$ cat src/spo_pkg.sv
// shared constants and types of the position output processor
package spo_pkg;

    // ============================================================
    // widths and timing
    localparam int POS_W = 26;
    localparam int FRAME_W = 32;
    localparam int CLK_NS = 20;
    localparam int MONO_NS = 20000;
    // least time, so round up
    localparam int MONO_CYC = (MONO_NS + CLK_NS - 1) / CLK_NS;
    localparam int MS_NS = 1000000;
    localparam int MS_CYC = MS_NS / CLK_NS;

    // ============================================================
    // register offsets
    localparam logic [7:0] CTRL_ADDR = 8'h00;
    localparam logic [7:0] ERRVAL_ADDR = 8'h04;
    localparam logic [7:0] ERRCNT_ADDR = 8'h08;
    localparam logic [7:0] DIP_ADDR = 8'h0c;
    localparam logic [7:0] OFFSET_ADDR = 8'h10;
    localparam logic [7:0] AREA_S_ADDR = 8'h14;
    localparam logic [7:0] AREA_E_ADDR = 8'h18;
    localparam logic [7:0] CMD_ADDR = 8'h1c;
    localparam logic [7:0] STATUS_ADDR = 8'h20;
    localparam logic [7:0] POS_ADDR = 8'h24;

    // command bit positions
    localparam int CMD_SET_OFS = 0;
    localparam int CMD_STORE = 1;
    localparam int CMD_RESTORE = 2;
    localparam int CMD_SET_START = 3;
    localparam int CMD_SET_END = 4;
    localparam int CMD_CLR_AREA = 5;
    localparam int CMD_CLR_REJ = 6;

    // output selection and width codes
    localparam logic [1:0] OUT_POS = 2'h0;
    localparam logic [1:0] OUT_DIFF = 2'h1;
    localparam logic [1:0] OUT_VEL = 2'h2;
    localparam logic [1:0] WSEL_BAD = 2'h3;

    // ============================================================
    // types
    typedef struct packed {
        logic [1:0] filt;
        logic [1:0] out_sel;
        logic second_err;
        logic reverse;
        logic reflect;
        logic sync3;
        logic oversampled_sync_select;
        logic polled_timing_select;
        logic temp_en;
        logic parity_en;
        logic [1:0] wsel;
        logic gray;
    } spo_cfg_s;

    localparam int CFG_W = $bits(spo_cfg_s);

    typedef struct packed {
        logic valid;
        logic fail;
        logic [1:0] magnets;
        logic [POS_W-1:0] pos1;
        logic [POS_W-1:0] pos2;
        logic [7:0] temp;
    } spo_meas_s;

    typedef enum logic [2:0] {
        SSI_IDLE = 3'b001,
        SSI_SHIFT = 3'b010,
        SSI_TAIL = 3'b100
    } spo_ssi_e;

    // factory values
    localparam spo_cfg_s CTRL_RST = '0;
    localparam logic [POS_W-1:0] ERRVAL_RST = 26'h0000000;
    localparam logic [7:0] ERRCNT_RST = 8'h01;
    localparam logic [6:0] DIP_RST = 7'h00;
    localparam logic [POS_W-1:0] OFFSET_RST = 26'h0000000;

endpackage

$ cat src/spo_ssi_output.sv
// position output processor with register port and serial output
//
// Our own choices: the address map and the plain strobed port.
`timescale 1ns/10ps
module spo_ssi_output
    import spo_pkg::*;
#(
    parameter int MS_CYCLES = MS_CYC,
    parameter logic [POS_W-1:0] STROKE = 26'h0100000
)
(
    input wire logic ref_clk,
    input wire logic reset_n,
    input wire logic [7:0] reg_addr,
    input wire logic [31:0] reg_wdata,
    input wire logic reg_wr,
    input wire logic reg_rd,
    output logic [31:0] reg_rdata,
    input wire spo_meas_s meas,
    input wire logic supply_ok,
    input wire logic ssi_clk,
    output logic ssi_data,
    output logic meas_start,
    output logic reflect_excl,
    output logic nvm_store
);

    if (MS_CYCLES < 1 || MS_CYCLES > 65535)
    begin : g_chk
        $error("MS_CYCLES out of range");
    end

    // ============================================================
    // registers and state
    spo_cfg_s ctrl;
    logic [POS_W-1:0] err_value, offset, area_start, area_end, last_p1;
    logic [7:0] err_limit, err_cnt, temp_reg;
    logic [6:0] dip_ms, dip_elapsed;
    logic [15:0] ms_cnt;
    logic area_on, cfg_reject, err_active, err_m1, kick;
    logic signed [POS_W-1:0] result, delta, prev_rel;
    logic [19:0] elapsed, period;
    logic clk_m, clk_s, clk_d, sup_m, sup_s;
    spo_ssi_e state;
    logic [FRAME_W-1:0] shreg;
    logic [5:0] bit_cnt;
    logic [9:0] mono_cnt;

    // ============================================================
    // register port decode
    spo_cfg_s wr_cfg, cfg_new;
    logic ctrl_wr, ctrl_ok, cmd_wr, restore;
    assign wr_cfg = spo_cfg_s'(reg_wdata[CFG_W-1:0]);
    assign ctrl_wr = reg_wr && reg_addr == CTRL_ADDR;
    assign ctrl_ok = !(wr_cfg.parity_en && wr_cfg.temp_en) && wr_cfg.wsel != WSEL_BAD;
    assign cmd_wr = reg_wr && reg_addr == CMD_ADDR;
    assign restore = cmd_wr && reg_wdata[CMD_RESTORE];

    // mode 2 only under polled timing, mode 3 only on top of mode 2
    always_comb
    begin
        cfg_new = wr_cfg;
        cfg_new.oversampled_sync_select = wr_cfg.oversampled_sync_select
            && wr_cfg.polled_timing_select;
        cfg_new.sync3 = wr_cfg.sync3 && cfg_new.oversampled_sync_select;
    end

    // ============================================================
    // measurement classification
    function automatic logic [POS_W-1:0] dir_fix(input logic [POS_W-1:0] raw, input logic rev);
        dir_fix = rev ? STROKE - raw : raw;
    endfunction

    function automatic logic [POS_W-1:0] to_gray(input logic [POS_W-1:0] v);
        to_gray = v ^ (v >> 1);
    endfunction

    logic [POS_W-1:0] p1, p2;
    logic in_area, good, too_many, dip_hold;
    logic [1:0] mag_eff, mag_cfg;
    logic signed [POS_W-1:0] rel, sel_val;
    assign p1 = dir_fix(meas.pos1, ctrl.reverse);
    assign p2 = dir_fix(meas.pos2, ctrl.reverse);
    assign in_area = !area_on || (p1 >= area_start && p1 <= area_end);
    assign mag_eff = (!in_area && meas.magnets != 2'h0) ? meas.magnets - 2'h1 : meas.magnets;
    assign mag_cfg = (ctrl.out_sel == OUT_DIFF) ? 2'h2 : 2'h1;
    assign too_many = mag_eff > mag_cfg;
    assign good = !meas.fail && mag_eff == mag_cfg;
    assign rel = p1 - offset;
    assign sel_val = (ctrl.out_sel == OUT_DIFF) ? p2 - p1 :
                     (ctrl.out_sel == OUT_VEL) ? rel - prev_rel : rel;
    // a dip is forgiven only while the configured window lasts
    assign dip_hold = !sup_s && dip_ms != 7'h00 && dip_elapsed < dip_ms;

    logic filt_valid;
    logic signed [POS_W-1:0] filt_data;
    spo_avg_filter #(.W(POS_W), .DEPTH(8)) u_filt (
        .ref_clk(ref_clk),
        .reset_n(reset_n),
        .in_valid(meas.valid && good),
        .in_data(sel_val),
        .sel(ctrl.filt),
        .out_valid(filt_valid),
        .out_data(filt_data)
    );

    // ============================================================
    // output value and frame
    logic signed [POS_W-1:0] extra, out_value;
    logic [POS_W-1:0] coded;
    logic [FRAME_W-1:0] frame;
    logic [5:0] frame_len;
    logic par;
    // mode 2 steps ahead after half a period, mode 3 always steps ahead
    assign extra = ctrl.sync3 ? delta :
                   (ctrl.oversampled_sync_select && elapsed >= (period >> 1)) ? delta :
                   '0;
    assign out_value = err_active ? (err_m1 ? '1 : err_value) : result + extra;
    // gray has no sign, so values below the null point clamp to zero
    assign coded = ctrl.gray ? to_gray(out_value[POS_W-1] ? '0 : out_value)
                             : out_value;
    assign par = ^{coded[23:0], err_active};
    assign frame = ctrl.temp_en ? {coded[23:0], temp_reg} :
                   ctrl.parity_en ? {coded[23:0], err_active, par, 6'h00} :
                   (FRAME_W'({coded, 6'h00}) << (2'h2 - ctrl.wsel));
    assign frame_len = ctrl.temp_en ? 6'd32 : ctrl.parity_en ? 6'd26
                                            : 6'd24 + 6'(ctrl.wsel);

    // ============================================================
    // synchronisers for pins
    logic fall, rise, latch, mono_end;
    assign fall = clk_d && !clk_s;
    assign rise = !clk_d && clk_s;
    assign latch = state == SSI_IDLE && fall;
    assign mono_end = state != SSI_IDLE && clk_s && mono_cnt == 10'(MONO_CYC - 1);

    always_ff @(posedge ref_clk or negedge reset_n)
    begin
        if (!reset_n)
        begin
            {clk_m, clk_s, clk_d} <= 3'h7;
            {sup_m, sup_s} <= 2'h3;
        end
        else
        begin
            {clk_m, clk_s, clk_d} <= {ssi_clk, clk_m, clk_s};
            {sup_m, sup_s} <= {supply_ok, sup_m};
        end
    end

    // ============================================================
    // serial shifter, clock idles high, ends on monoflop timeout
    always_ff @(posedge ref_clk or negedge reset_n)
    begin
        if (!reset_n)
        begin
            state <= SSI_IDLE;
            shreg <= '0;
            bit_cnt <= '0;
            ssi_data <= 1'b1;
            mono_cnt <= '0;
        end
        else
        begin
            mono_cnt <= (clk_s && !rise && state != SSI_IDLE) ? mono_cnt + 10'h001 : '0;
            case (state)
                SSI_IDLE:
                begin
                    ssi_data <= 1'b1;
                    if (latch)
                    begin
                        shreg <= frame;
                        bit_cnt <= frame_len;
                        state <= SSI_SHIFT;
                    end
                end
                SSI_SHIFT:
                begin
                    if (mono_end)
                        state <= SSI_IDLE;
                    else if (rise)
                    begin
                        ssi_data <= bit_cnt != 6'h00 && shreg[FRAME_W-1];
                        shreg <= shreg << 1;
                        bit_cnt <= bit_cnt - 6'h01;
                        if (bit_cnt == 6'h00)
                            state <= SSI_TAIL;
                    end
                end
                SSI_TAIL:
                begin
                    ssi_data <= 1'b0;
                    if (mono_end)
                        state <= SSI_IDLE;
                end
                default: state <= SSI_IDLE;
            endcase
        end
    end

    // ============================================================
    // measurement scheduling and result tracking
    logic free_run;
    assign free_run = !ctrl.polled_timing_select || ctrl.oversampled_sync_select;

    always_ff @(posedge ref_clk or negedge reset_n)
    begin
        if (!reset_n)
        begin
            meas_start <= 1'b0;
            kick <= 1'b1;
            result <= '0;
            delta <= '0;
            prev_rel <= '0;
            elapsed <= '0;
            period <= '0;
            temp_reg <= '0;
            last_p1 <= '0;
        end
        else
        begin
            // free running restarts on each result, polled waits for the burst
            meas_start <= free_run ? (kick || meas.valid) : latch;
            kick <= 1'b0;
            elapsed <= (elapsed == '1) ? elapsed : elapsed + 20'h00001;
            if (meas.valid)
            begin
                temp_reg <= meas.temp;
                if (good)
                begin
                    prev_rel <= rel;
                    last_p1 <= p1;
                end
            end
            if (filt_valid)
            begin
                delta <= filt_data - result;
                result <= filt_data;
                period <= elapsed;
                elapsed <= '0;
            end
        end
    end

    // ============================================================
    // error repeat counter and supply dip window
    always_ff @(posedge ref_clk or negedge reset_n)
    begin
        if (!reset_n)
        begin
            err_cnt <= '0;
            err_active <= 1'b0;
            err_m1 <= 1'b0;
            ms_cnt <= '0;
            dip_elapsed <= '0;
        end
        else
        begin
            ms_cnt <= (sup_s || ms_cnt == 16'(MS_CYCLES - 1)) ? '0 : ms_cnt + 16'h0001;
            if (sup_s)
                dip_elapsed <= '0;
            else if (ms_cnt == 16'(MS_CYCLES - 1) && dip_elapsed != 7'h7f)
                dip_elapsed <= dip_elapsed + 7'h01;
            if (meas.valid && good)
                err_cnt <= '0;
            else if (meas.valid && !dip_hold)
            begin
                if (err_cnt >= err_limit)
                begin
                    err_active <= 1'b1;
                    err_m1 <= too_many && ctrl.second_err;
                end
                else
                    err_cnt <= err_cnt + 8'h01;
            end
            if (filt_valid)
                err_active <= 1'b0;
        end
    end

    // ============================================================
    // software registers
    always_ff @(posedge ref_clk or negedge reset_n)
    begin
        if (!reset_n)
        begin
            ctrl <= CTRL_RST;
            err_value <= ERRVAL_RST;
            err_limit <= ERRCNT_RST;
            dip_ms <= DIP_RST;
            offset <= OFFSET_RST;
            area_start <= '0;
            area_end <= '0;
            area_on <= 1'b0;
            cfg_reject <= 1'b0;
            nvm_store <= 1'b0;
            reflect_excl <= 1'b0;
        end
        else
        begin
            nvm_store <= cmd_wr && reg_wdata[CMD_STORE];
            reflect_excl <= ctrl.reflect;
            // set wins over clear
            if (ctrl_wr && !ctrl_ok)
                cfg_reject <= 1'b1;
            else if (cmd_wr && reg_wdata[CMD_CLR_REJ])
                cfg_reject <= 1'b0;
            if (restore)
            begin
                ctrl <= CTRL_RST;
                err_value <= ERRVAL_RST;
                err_limit <= ERRCNT_RST;
                dip_ms <= DIP_RST;
                offset <= OFFSET_RST;
                area_on <= 1'b0;
            end
            else
            begin
                if (ctrl_wr && ctrl_ok)
                begin
                    ctrl <= cfg_new;
                    if (cfg_new.reverse != ctrl.reverse)
                        offset <= STROKE - offset;
                end
                if (reg_wr && reg_addr == ERRVAL_ADDR)
                    err_value <= reg_wdata[POS_W-1:0];
                if (reg_wr && reg_addr == ERRCNT_ADDR)
                    err_limit <= reg_wdata[7:0];
                if (reg_wr && reg_addr == DIP_ADDR)
                    dip_ms <= reg_wdata[6:0];
                if (reg_wr && reg_addr == OFFSET_ADDR)
                    offset <= reg_wdata[POS_W-1:0];
                if (cmd_wr && reg_wdata[CMD_SET_OFS])
                    offset <= last_p1;
                if (cmd_wr && reg_wdata[CMD_SET_START])
                    area_start <= last_p1;
                if (cmd_wr && reg_wdata[CMD_SET_END])
                    area_end <= last_p1;
                if (cmd_wr && (reg_wdata[CMD_SET_START] || reg_wdata[CMD_SET_END]))
                    area_on <= 1'b1;
                if (cmd_wr && reg_wdata[CMD_CLR_AREA])
                    area_on <= 1'b0;
            end
        end
    end

    // ============================================================
    // read data, valid only in the cycle after the strobe
    logic [31:0] rd_mux;
    assign rd_mux = (reg_addr == CTRL_ADDR) ? 32'(ctrl) :
                    (reg_addr == ERRVAL_ADDR) ? 32'(err_value) :
                    (reg_addr == ERRCNT_ADDR) ? 32'(err_limit) :
                    (reg_addr == DIP_ADDR) ? 32'(dip_ms) :
                    (reg_addr == OFFSET_ADDR) ? 32'(offset) :
                    (reg_addr == AREA_S_ADDR) ? 32'(area_start) :
                    (reg_addr == AREA_E_ADDR) ? 32'(area_end) :
                    (reg_addr == STATUS_ADDR) ?
                        {28'h0, err_active, area_on, state != SSI_IDLE, cfg_reject} :
                    (reg_addr == POS_ADDR) ? 32'(out_value) : 32'h0;

    always_ff @(posedge ref_clk or negedge reset_n)
    begin
        if (!reset_n)
            reg_rdata <= '0;
        else
            reg_rdata <= reg_rd ? rd_mux : 32'h0;
    end
endmodule // spo_ssi_output

$ cat src/spo_avg_filter.sv
// moving average over the newest 1, 2, 4 or 8 results
`timescale 1ns/10ps
module spo_avg_filter
    import spo_pkg::*;
#(
    parameter int W = POS_W,
    parameter int DEPTH = 8
)
(
    input wire logic ref_clk,
    input wire logic reset_n,
    input wire logic in_valid,
    input wire logic signed [W-1:0] in_data,
    input wire logic [1:0] sel,
    output logic out_valid,
    output logic signed [W-1:0] out_data
);

    if (DEPTH != 8)
    begin : g_chk
        $error("filter depth must be 8");
    end

    logic signed [W-1:0] hist [DEPTH-1];
    logic signed [W+2:0] sum;

    // ============================================================
    // sum of the newest sample and the history it displaces into
    always_comb
    begin
        sum = (W+3)'(in_data);
        for (int i = 0; i < DEPTH - 1; i++)
        begin
            if (i < (1 << sel) - 1)
                sum = sum + (W+3)'(hist[i]);
        end
    end

    // history starts at zero, so the first few averages lean toward zero
    always_ff @(posedge ref_clk or negedge reset_n)
    begin
        if (!reset_n)
        begin
            for (int i = 0; i < DEPTH - 1; i++)
                hist[i] <= '0;
            out_valid <= 1'b0;
            out_data <= '0;
        end
        else
        begin
            out_valid <= in_valid;
            if (in_valid)
            begin
                hist[0] <= in_data;
                for (int i = 1; i < DEPTH - 1; i++)
                    hist[i] <= hist[i-1];
                out_data <= W'(sum >>> sel);
            end
        end
    end

endmodule // spo_avg_filter

$ cat config.mk
export PLATFORM = sky130hd
export DESIGN_NAME = spo_ssi_output
export DESIGN_NICKNAME = d
export VERILOG_FILES = /design/src/spo_pkg.sv /design/src/spo_ssi_output.sv /design/src/spo_avg_filter.sv
export SDC_FILE = /design/constraint.sdc
export NUM_CORES = 2
export LEC_CHECK = 0
export BUFFER_PORTS_ARGS = -buffer_cell sky130_fd_sc_hd__buf_2
export CAP_MARGIN = 15
export CORE_ASPECT_RATIO = 1.1
export CORE_UTILIZATION = 30
export CTS_BUF_LIST = sky130_fd_sc_hd__clkbuf_16
export DETAILED_ROUTE_END_ITERATION = 6
export MAX_ROUTING_LAYER = met4
export PLACE_DENSITY = 0.52
export RECOVER_POWER = 50
export SYNTH_ARGS = -nofsm -noshare
export SYNTH_HDL_FRONTEND = slang
export SYNTH_SLANG_ARGS = --single-unit
$ cat constraint.sdc
create_clock -name ref_clk -period 26.6 [get_ports ref_clk]
set_clock_uncertainty 0.05 [all_clocks]
set_input_delay 1.33 -clock ref_clk [delete_from_list [all_inputs] [get_ports ref_clk]]
set_output_delay 1.33 -clock ref_clk [all_outputs]
set_load 0.02 [all_outputs]
-- Word-level counts from Yosys, hierarchy flattened
Index checks and enable logic that the tools add are counted.
- memory bits (read-only): 0
- input bits: 110
- word-level logic and storage cells: 297
- bits in latches: 0
- output and inout port bits: 36
- bits in registers: 623
- bits in writable memories: 0
- memories kept: 0
- muxes and demuxes: 82
- divide/modulo/power cells: 0
- eq/ne operators: 31
- shift-type cells: 3
- reduce and logical (&&, ||, !) cells: 84
- $mul: 0
- add/subtract/negate cells: 25
- bitwise gates (word level): 3
- magnitude comparators: 13
- operators by type and width (kind ; count):
    32-bit two-way mux ; 15
    26-bit two-way mux ; 16
    29-bit two-way mux ; 7
    29-bit by 26-bit adder with 29-bit output ; 6
    26-bit subtractor ; 4
    4-bit by 32-bit < comparator with 1-bit output, first input constant ; 3
    21-bit by 26-bit subtractor with 26-bit output, first input constant ; 3
    3-bit by 32-bit < comparator with 1-bit output, first input constant ; 2
    32-bit case mux with 2 select lines ; 1
    20-bit two-way mux ; 2
    8-bit two-way mux ; 5
    1-bit logical AND ; 38
    8-bit by 5-bit equality test with 1-bit output, second input constant ; 4
    1-bit by 32-bit < comparator with 1-bit output, first input constant ; 1
    2-bit by 32-bit < comparator with 1-bit output, first input constant ; 1
    1-bit by 2-bit << shifter with 32-bit output, first input constant ; 1
    32-bit by 2-bit << shifter with 32-bit output ; 1
    32-bit by 2-bit subtractor with 32-bit output, second input constant ; 1
    15-bit two-way mux ; 2
    6-bit two-way mux ; 5
    29-bit by 2-bit >>> shifter with 26-bit output ; 1
    7-bit two-way mux ; 4
    26-bit by 26-bit adder with 27-bit output ; 1
    26-bit adder ; 1
    57 further kinds ; 116

-- Longest topological paths before layout
- word-level depth: 21
- mapped depth: 85
- depth with buffers taken out: 85

-- Cells and area by module
From an unflattened synthesis, not the netlist that was laid out.
- cells, all modules: 5780
- area, all modules: 49434.9 sq um
- by module, submodules not included (module ; cells an instance ; sequential area each (sq um) ; times used ; area an instance (sq um)):
    spo_ssi_output ; 3663 ; 10221.1 ; 1 ; 30446.7
    spo_avg_filter ; 2117 ; 5230.0 ; 1 ; 18988.2

-- Least setup slack after synthesis
OpenSTA, ideal clock, no wires.
- path type: input to register
- start point: in meas[39] (netlist bit)
- end point: reg u_filt.out_data[25]
- path buffers: 0
- slack: 11531 ps
- arrival time: 14932 ps
- stages on the path: 74
- library setup time: 87 ps
- data required time: 26463 ps
- path through: or4_1 or4_4 nand2_1 xor2_1 inv_1 ha_1 a2111o_1 nor4_1 a21oi_1 xnor2_1 inv_1 ha_1 and3_1 a211o_1 a31o_2 a21oi_1 xnor2_1 nor2_1 [... 38 more ...] a21oi_1 xnor2_1 nand2_1 a21boi_0 ha_1 a21o_1 a31oi_1 xnor2_1 a21o_1 ha_1 nor2b_1 nor2_1 nand2_1 a21o_1 a21oi_1 xnor3_1 and3b_1 a211oi_2
- longest elaborated chain between the ends: 21
- elaborated cells on any way between the ends: 32
- classes of those cells: add/sub (11); order compare (2); eq/ne (1); shift (1); mux (11); reduce/logical (6)
- RTL lines (item ; line ; RTL):
    start: declaration ; spo_ssi_output.sv:19 ; input wire spo_meas_s meas,
    21-bit by 26-bit subtractor with 26-bit output * ; spo_ssi_output.sv:71 ; dir_fix = rev ? STROKE - raw : raw;
    26-bit two-way mux * ; spo_ssi_output.sv:71 ;
    via p1[9] ; spo_ssi_output.sv:78 ; logic [POS_W-1:0] p1, p2;
    26-bit subtractor * ; spo_ssi_output.sv:89 ; assign rel = p1 - offset;
    via rel[11] ; spo_ssi_output.sv:81 ; logic signed [POS_W-1:0] rel, sel_val;
    26-bit subtractor * ; spo_ssi_output.sv:91 ; (ctrl.out_sel == OUT_VEL) ? rel - prev_rel : rel;
    26-bit two-way mux * ; spo_ssi_output.sv:91 ;
    26-bit two-way mux * ; spo_ssi_output.sv:90 ; assign sel_val = (ctrl.out_sel == OUT_DIFF) ? p2 - p1 :
    via sel_val[13] ; spo_ssi_output.sv:81 ;
    [... 7 more ...] ; -- ;
    29-bit two-way mux * ; spo_avg_filter.sv:34 ; if (i < (1 << sel) - 1)
    29-bit by 26-bit adder with 29-bit output ; spo_avg_filter.sv:35 ; sum = sum + (W+3)'(hist[i]);
    29-bit two-way mux * ; spo_avg_filter.sv:34 ;
    29-bit by 26-bit adder with 29-bit output ; spo_avg_filter.sv:35 ;
    29-bit two-way mux * ; spo_avg_filter.sv:34 ;
    29-bit by 26-bit adder with 29-bit output ; spo_avg_filter.sv:35 ;
    29-bit two-way mux * ; spo_avg_filter.sv:34 ;
    29-bit by 2-bit >>> shifter with 26-bit output * ; spo_avg_filter.sv:57 ; out_data <= W'(sum >>> sel);
    end signal: assignment ; spo_avg_filter.sv:57 ;
    end: declaration ; spo_avg_filter.sv:16 ; output logic signed [W-1:0] out_data
The timed path passes the listed nets; every way through them passes the cells marked *.
A chain may end at the register's enable or synchronous reset.

-- Worst setup path in the final report
- start point: in meas[34] (netlist bit)
- end point: reg u_filt.out_data[23]
Same word-level chain as after synthesis.

==> impl_metrics.tcl <==
set metrics [dict create \
    outcome "finished with violations" \
    failed_checks "design-rule violations, max-capacitance violations, max-slew violations" \
    min_path_type "flop to flop" \
    synthesis.area_per_instance_sq_um 7.95 \
    layout_top_registers "u_filt.hist x182, shreg x32, reg_rdata x27" \
    yosysWarnings 0 \
    leakagePower_nw 25.5 \
    placed_cells 8411 \
    power.total_mw 5.16 \
    synth-seq-area-share 0.310 \
    crit_path_frequent_cell "sky130_fd_sc_hd__o21ai_0" \
    top_fanout_value_on_the_critical_path 6 \
    critical_path.slowest_cell "sky130_fd_sc_hd__a221oi_1" \
    synth_edf_count 0 \
    mostFrequentLayoutCell "sky130_fd_sc_hd__nand2_1" \
    grt.total_usage 0.200 \
    flip_flop_count_of_the_largest_register_after_layout 182 \
    slew_headroom -5.23 \
    setup_repair_after_global_routing_missed_its_margin "no" \
    dp_hpwl_mm 125 \
    cts_root_buf "sky130_fd_sc_hd__clkbuf_16" \
    finalCriticalPeriod_ps 18330 \
    crit_path_max_incr_delay_ps 810 \
    cts-hold-fix-buffers 0 \
    cts-buffers-inserted 79 \
    grt_first_pass_wirelength_mm 258 \
    wire_per_inst_microns 19.3 \
    synth.cell_area_sq_um 49800 \
    core.rowCount 156 \
    grt_max_degree 169 \
    cp.required_ps 27080 \
    critPathKind "input port to flop" \
    fp.coreArea_sq_um 165000 \
    clock_tree.buffer_depth 3 \
    finalSetupViolCount 0 \
    htreeDepth 3 \
    final_core_util 0.336 \
    setup.worst_path.start_class "input port" \
    cts_tree "built" \
    timing.hold.ws_ps 308 \
    remaining_drc_errors 3 \
    layout_common_cells "sky130_fd_sc_hd__nand2_1, sky130_fd_sc_hd__dfrtp_1, sky130_fd_sc_hd__o21ai_0" \
    worst_skew_pair.late_latency_ps 700 \
    drt-vias-per-instance 5.27 \
    max_flop_register "u_filt.hist" \
    final_worst_path_period_share 0.689 \
    ys_dominant_reg_cell "sky130_fd_sc_hd__dfrtp_1" \
    synthToLayoutAreaGrowth_pct 11.0 \
    design.portCount 146 \
    arrival_ps 18810 \
    fin_cells 8560 \
    highest_routed_metal_layer "met4" \
    setup-tns-final_ps 0 \
    drt_first_iter_violations 3661 \
    cap_viol_max_count 12 \
    synthesis.nets 6806 \
    finalWeightedCongestion 0.924 \
    die_x_microns 391 \
    detail_route.wirelength.met1_mm 74.9 \
    clkSinkCount 617 \
    met2RoutedLength_mm 78.2 \
    post_route_cells_drive_above_1_share 0.0717 \
    post_synth_num_cell_types 102 \
    worst_setup_path_end_kind "flop" \
    via_count_of_the_first_global_routing_pass 43424 \
    async_flop_share 1.00 \
    power_density_nw_per_um2 93.2 \
    hold_viol 0 \
    fillCellCount 17480 \
    cts.repair.resized 0 \
    die_footprint_sq_um 168000 \
    max_freq_mhz 54.5 \
    syn_inst 6267 \
    grt_overflow_total 0 \
    number_of_antenna_violations_at_the_first_check_in_global_routing 3 \
    routed_wire_length_on_met3_mm 7.39 \
    routed_vias 45129 \
    die-height_microns 430 \
    synth_seq_cells 617 \
    tightestPinTransition_ps 9350 \
    cts_setup_buffers 0 \
    clk_pin_slew_worst_paths_ps 50 \
    drt-pass1-iter-count 7 \
    floorplan.initialDensity 0.303 \
    irDropWorstVdd_uv 60.8 \
    port_buffers 139 \
    slew_viol_final 757 \
    detail_route.wirelength_mm 165 \
    layout_nets 6819 \
    detail-route-antenna-nets 0 \
]
==> final timing paths <==
path	cells past startpoint	from	to	slack, ps
worst max-delay path	77	meas[34]	u_filt.out_data[23]	8270
worst min-delay path	0	sup_m	sup_s	310
worst max register to register	74	ctrl[9]	u_filt.out_data[23]	8370
worst min register to register	0	sup_m	sup_s	310
max in group asynchronous	3	reset_n	u_filt.hist[16]	10360
min in group asynchronous	1	reset_n	err_cnt[4]	2700
==> synth_stat cells (38+ instances only) <==
| library cell | count | area [sq um] |
|---|---|---|
| sky130_fd_sc_hd__clkbuf_1 | 233 | 875 |
| sky130_fd_sc_hd__xor2_1 | 121 | 1060 |
| sky130_fd_sc_hd__o22ai_1 | 48 | 300 |
| sky130_fd_sc_hd__ha_1 | 417 | 5220 |
| sky130_fd_sc_hd__o211ai_1 | 55 | 413 |
| sky130_fd_sc_hd__a21o_1 | 170 | 1280 |
| sky130_fd_sc_hd__and2_1 | 44 | 275 |
| sky130_fd_sc_hd__nand2b_1 | 64 | 400 |
| sky130_fd_sc_hd__xnor2_1 | 251 | 2200 |
| sky130_fd_sc_hd__o21ai_0 | 523 | 2620 |
| sky130_fd_sc_hd__o21bai_1 | 46 | 345 |
| sky130_fd_sc_hd__mux2_2 | 102 | 1150 |
| sky130_fd_sc_hd__a31oi_1 | 52 | 325 |
| sky130_fd_sc_hd__o31ai_1 | 44 | 330 |
| sky130_fd_sc_hd__a211oi_1 | 74 | 556 |
| sky130_fd_sc_hd__nor2b_1 | 93 | 582 |
| sky130_fd_sc_hd__a21oi_1 | 431 | 2160 |
| sky130_fd_sc_hd__nand2_1 | 1115 | 4190 |
| sky130_fd_sc_hd__mux2i_1 | 57 | 571 |
| sky130_fd_sc_hd__nand4_1 | 38 | 238 |
| sky130_fd_sc_hd__dfrtp_1 | 608 | 15200 |
| sky130_fd_sc_hd__o21a_1 | 88 | 661 |
| sky130_fd_sc_hd__nand3_1 | 111 | 556 |
| sky130_fd_sc_hd__inv_1 | 375 | 1410 |
| sky130_fd_sc_hd__and3_1 | 43 | 269 |
| sky130_fd_sc_hd__nor2_1 | 462 | 1730 |
| sky130_fd_sc_hd__nor3_1 | 106 | 531 |
==> metal layers <==
| metal | GRT usage | up-vias |
|---|---|---|
| met2 | 0.328 | 1005 |
| li1 | - | 22100 |
| met4 | 0.0564 | 0 |
| met5 | - | - |
| met3 | 0.0232 | 254 |
| met1 | 0.259 | 21770 |
==> stage by stage <==
stage          cell area [sq um]  setup WS (ps)
2_1_floorplan              49800          11530
3_3_place_gp               52900           7770
3_5_place_dp               52900           7740
4_1_cts                    55500           8400
5_1_grt                    55300           6940
6_report                   55300           8270
==> kinds of logic after synthesis <==
kind of cell / Yosys count / synth area share
xor gates and xnor gates: 376 / 0.0670
buffers and inverters: 658 / 0.0501
adders and majority gates: 429 / 0.109
other: 1 / 0.0000752
AOI/OAI and AO/OA: 1818 / 0.232
and+or+nand+nor: 2205 / 0.195
DFF: 617 / 0.310
muxes: 163 / 0.0360
==> critical path, delay by kind of cell <==
| kind | cells | cell delay (ps) |
|---|---|---|
| compound gates | 33 | 7890 |
| xor+xnor | 7 | 1370 |
| fa+ha+maj | 10 | 3240 |
| buf+inv | 4 | 680 |
| mux | 2 | 920 |
| simple gates | 21 | 3330 |
==> area by class of cell <==
type                       count  area, sq um  share of cell area
antenna                        5         12.5            0.000226
clock buffer                  79         1980              0.0357
clock inverter                65          622              0.0112
inverter                     379         1430              0.0258
multi-input combinational   4992        31900               0.577
sequential                   617        15500               0.279
tap                         2212         2770              0.0500
timing repair buffer         211         1160              0.0209
==> power by group <==
part	internal, mW	switching [mW]
clock network	0.632	0.464
registers	1.13	0.190
logic	1.13	1.62
Power figures use the tool's default switching activity.
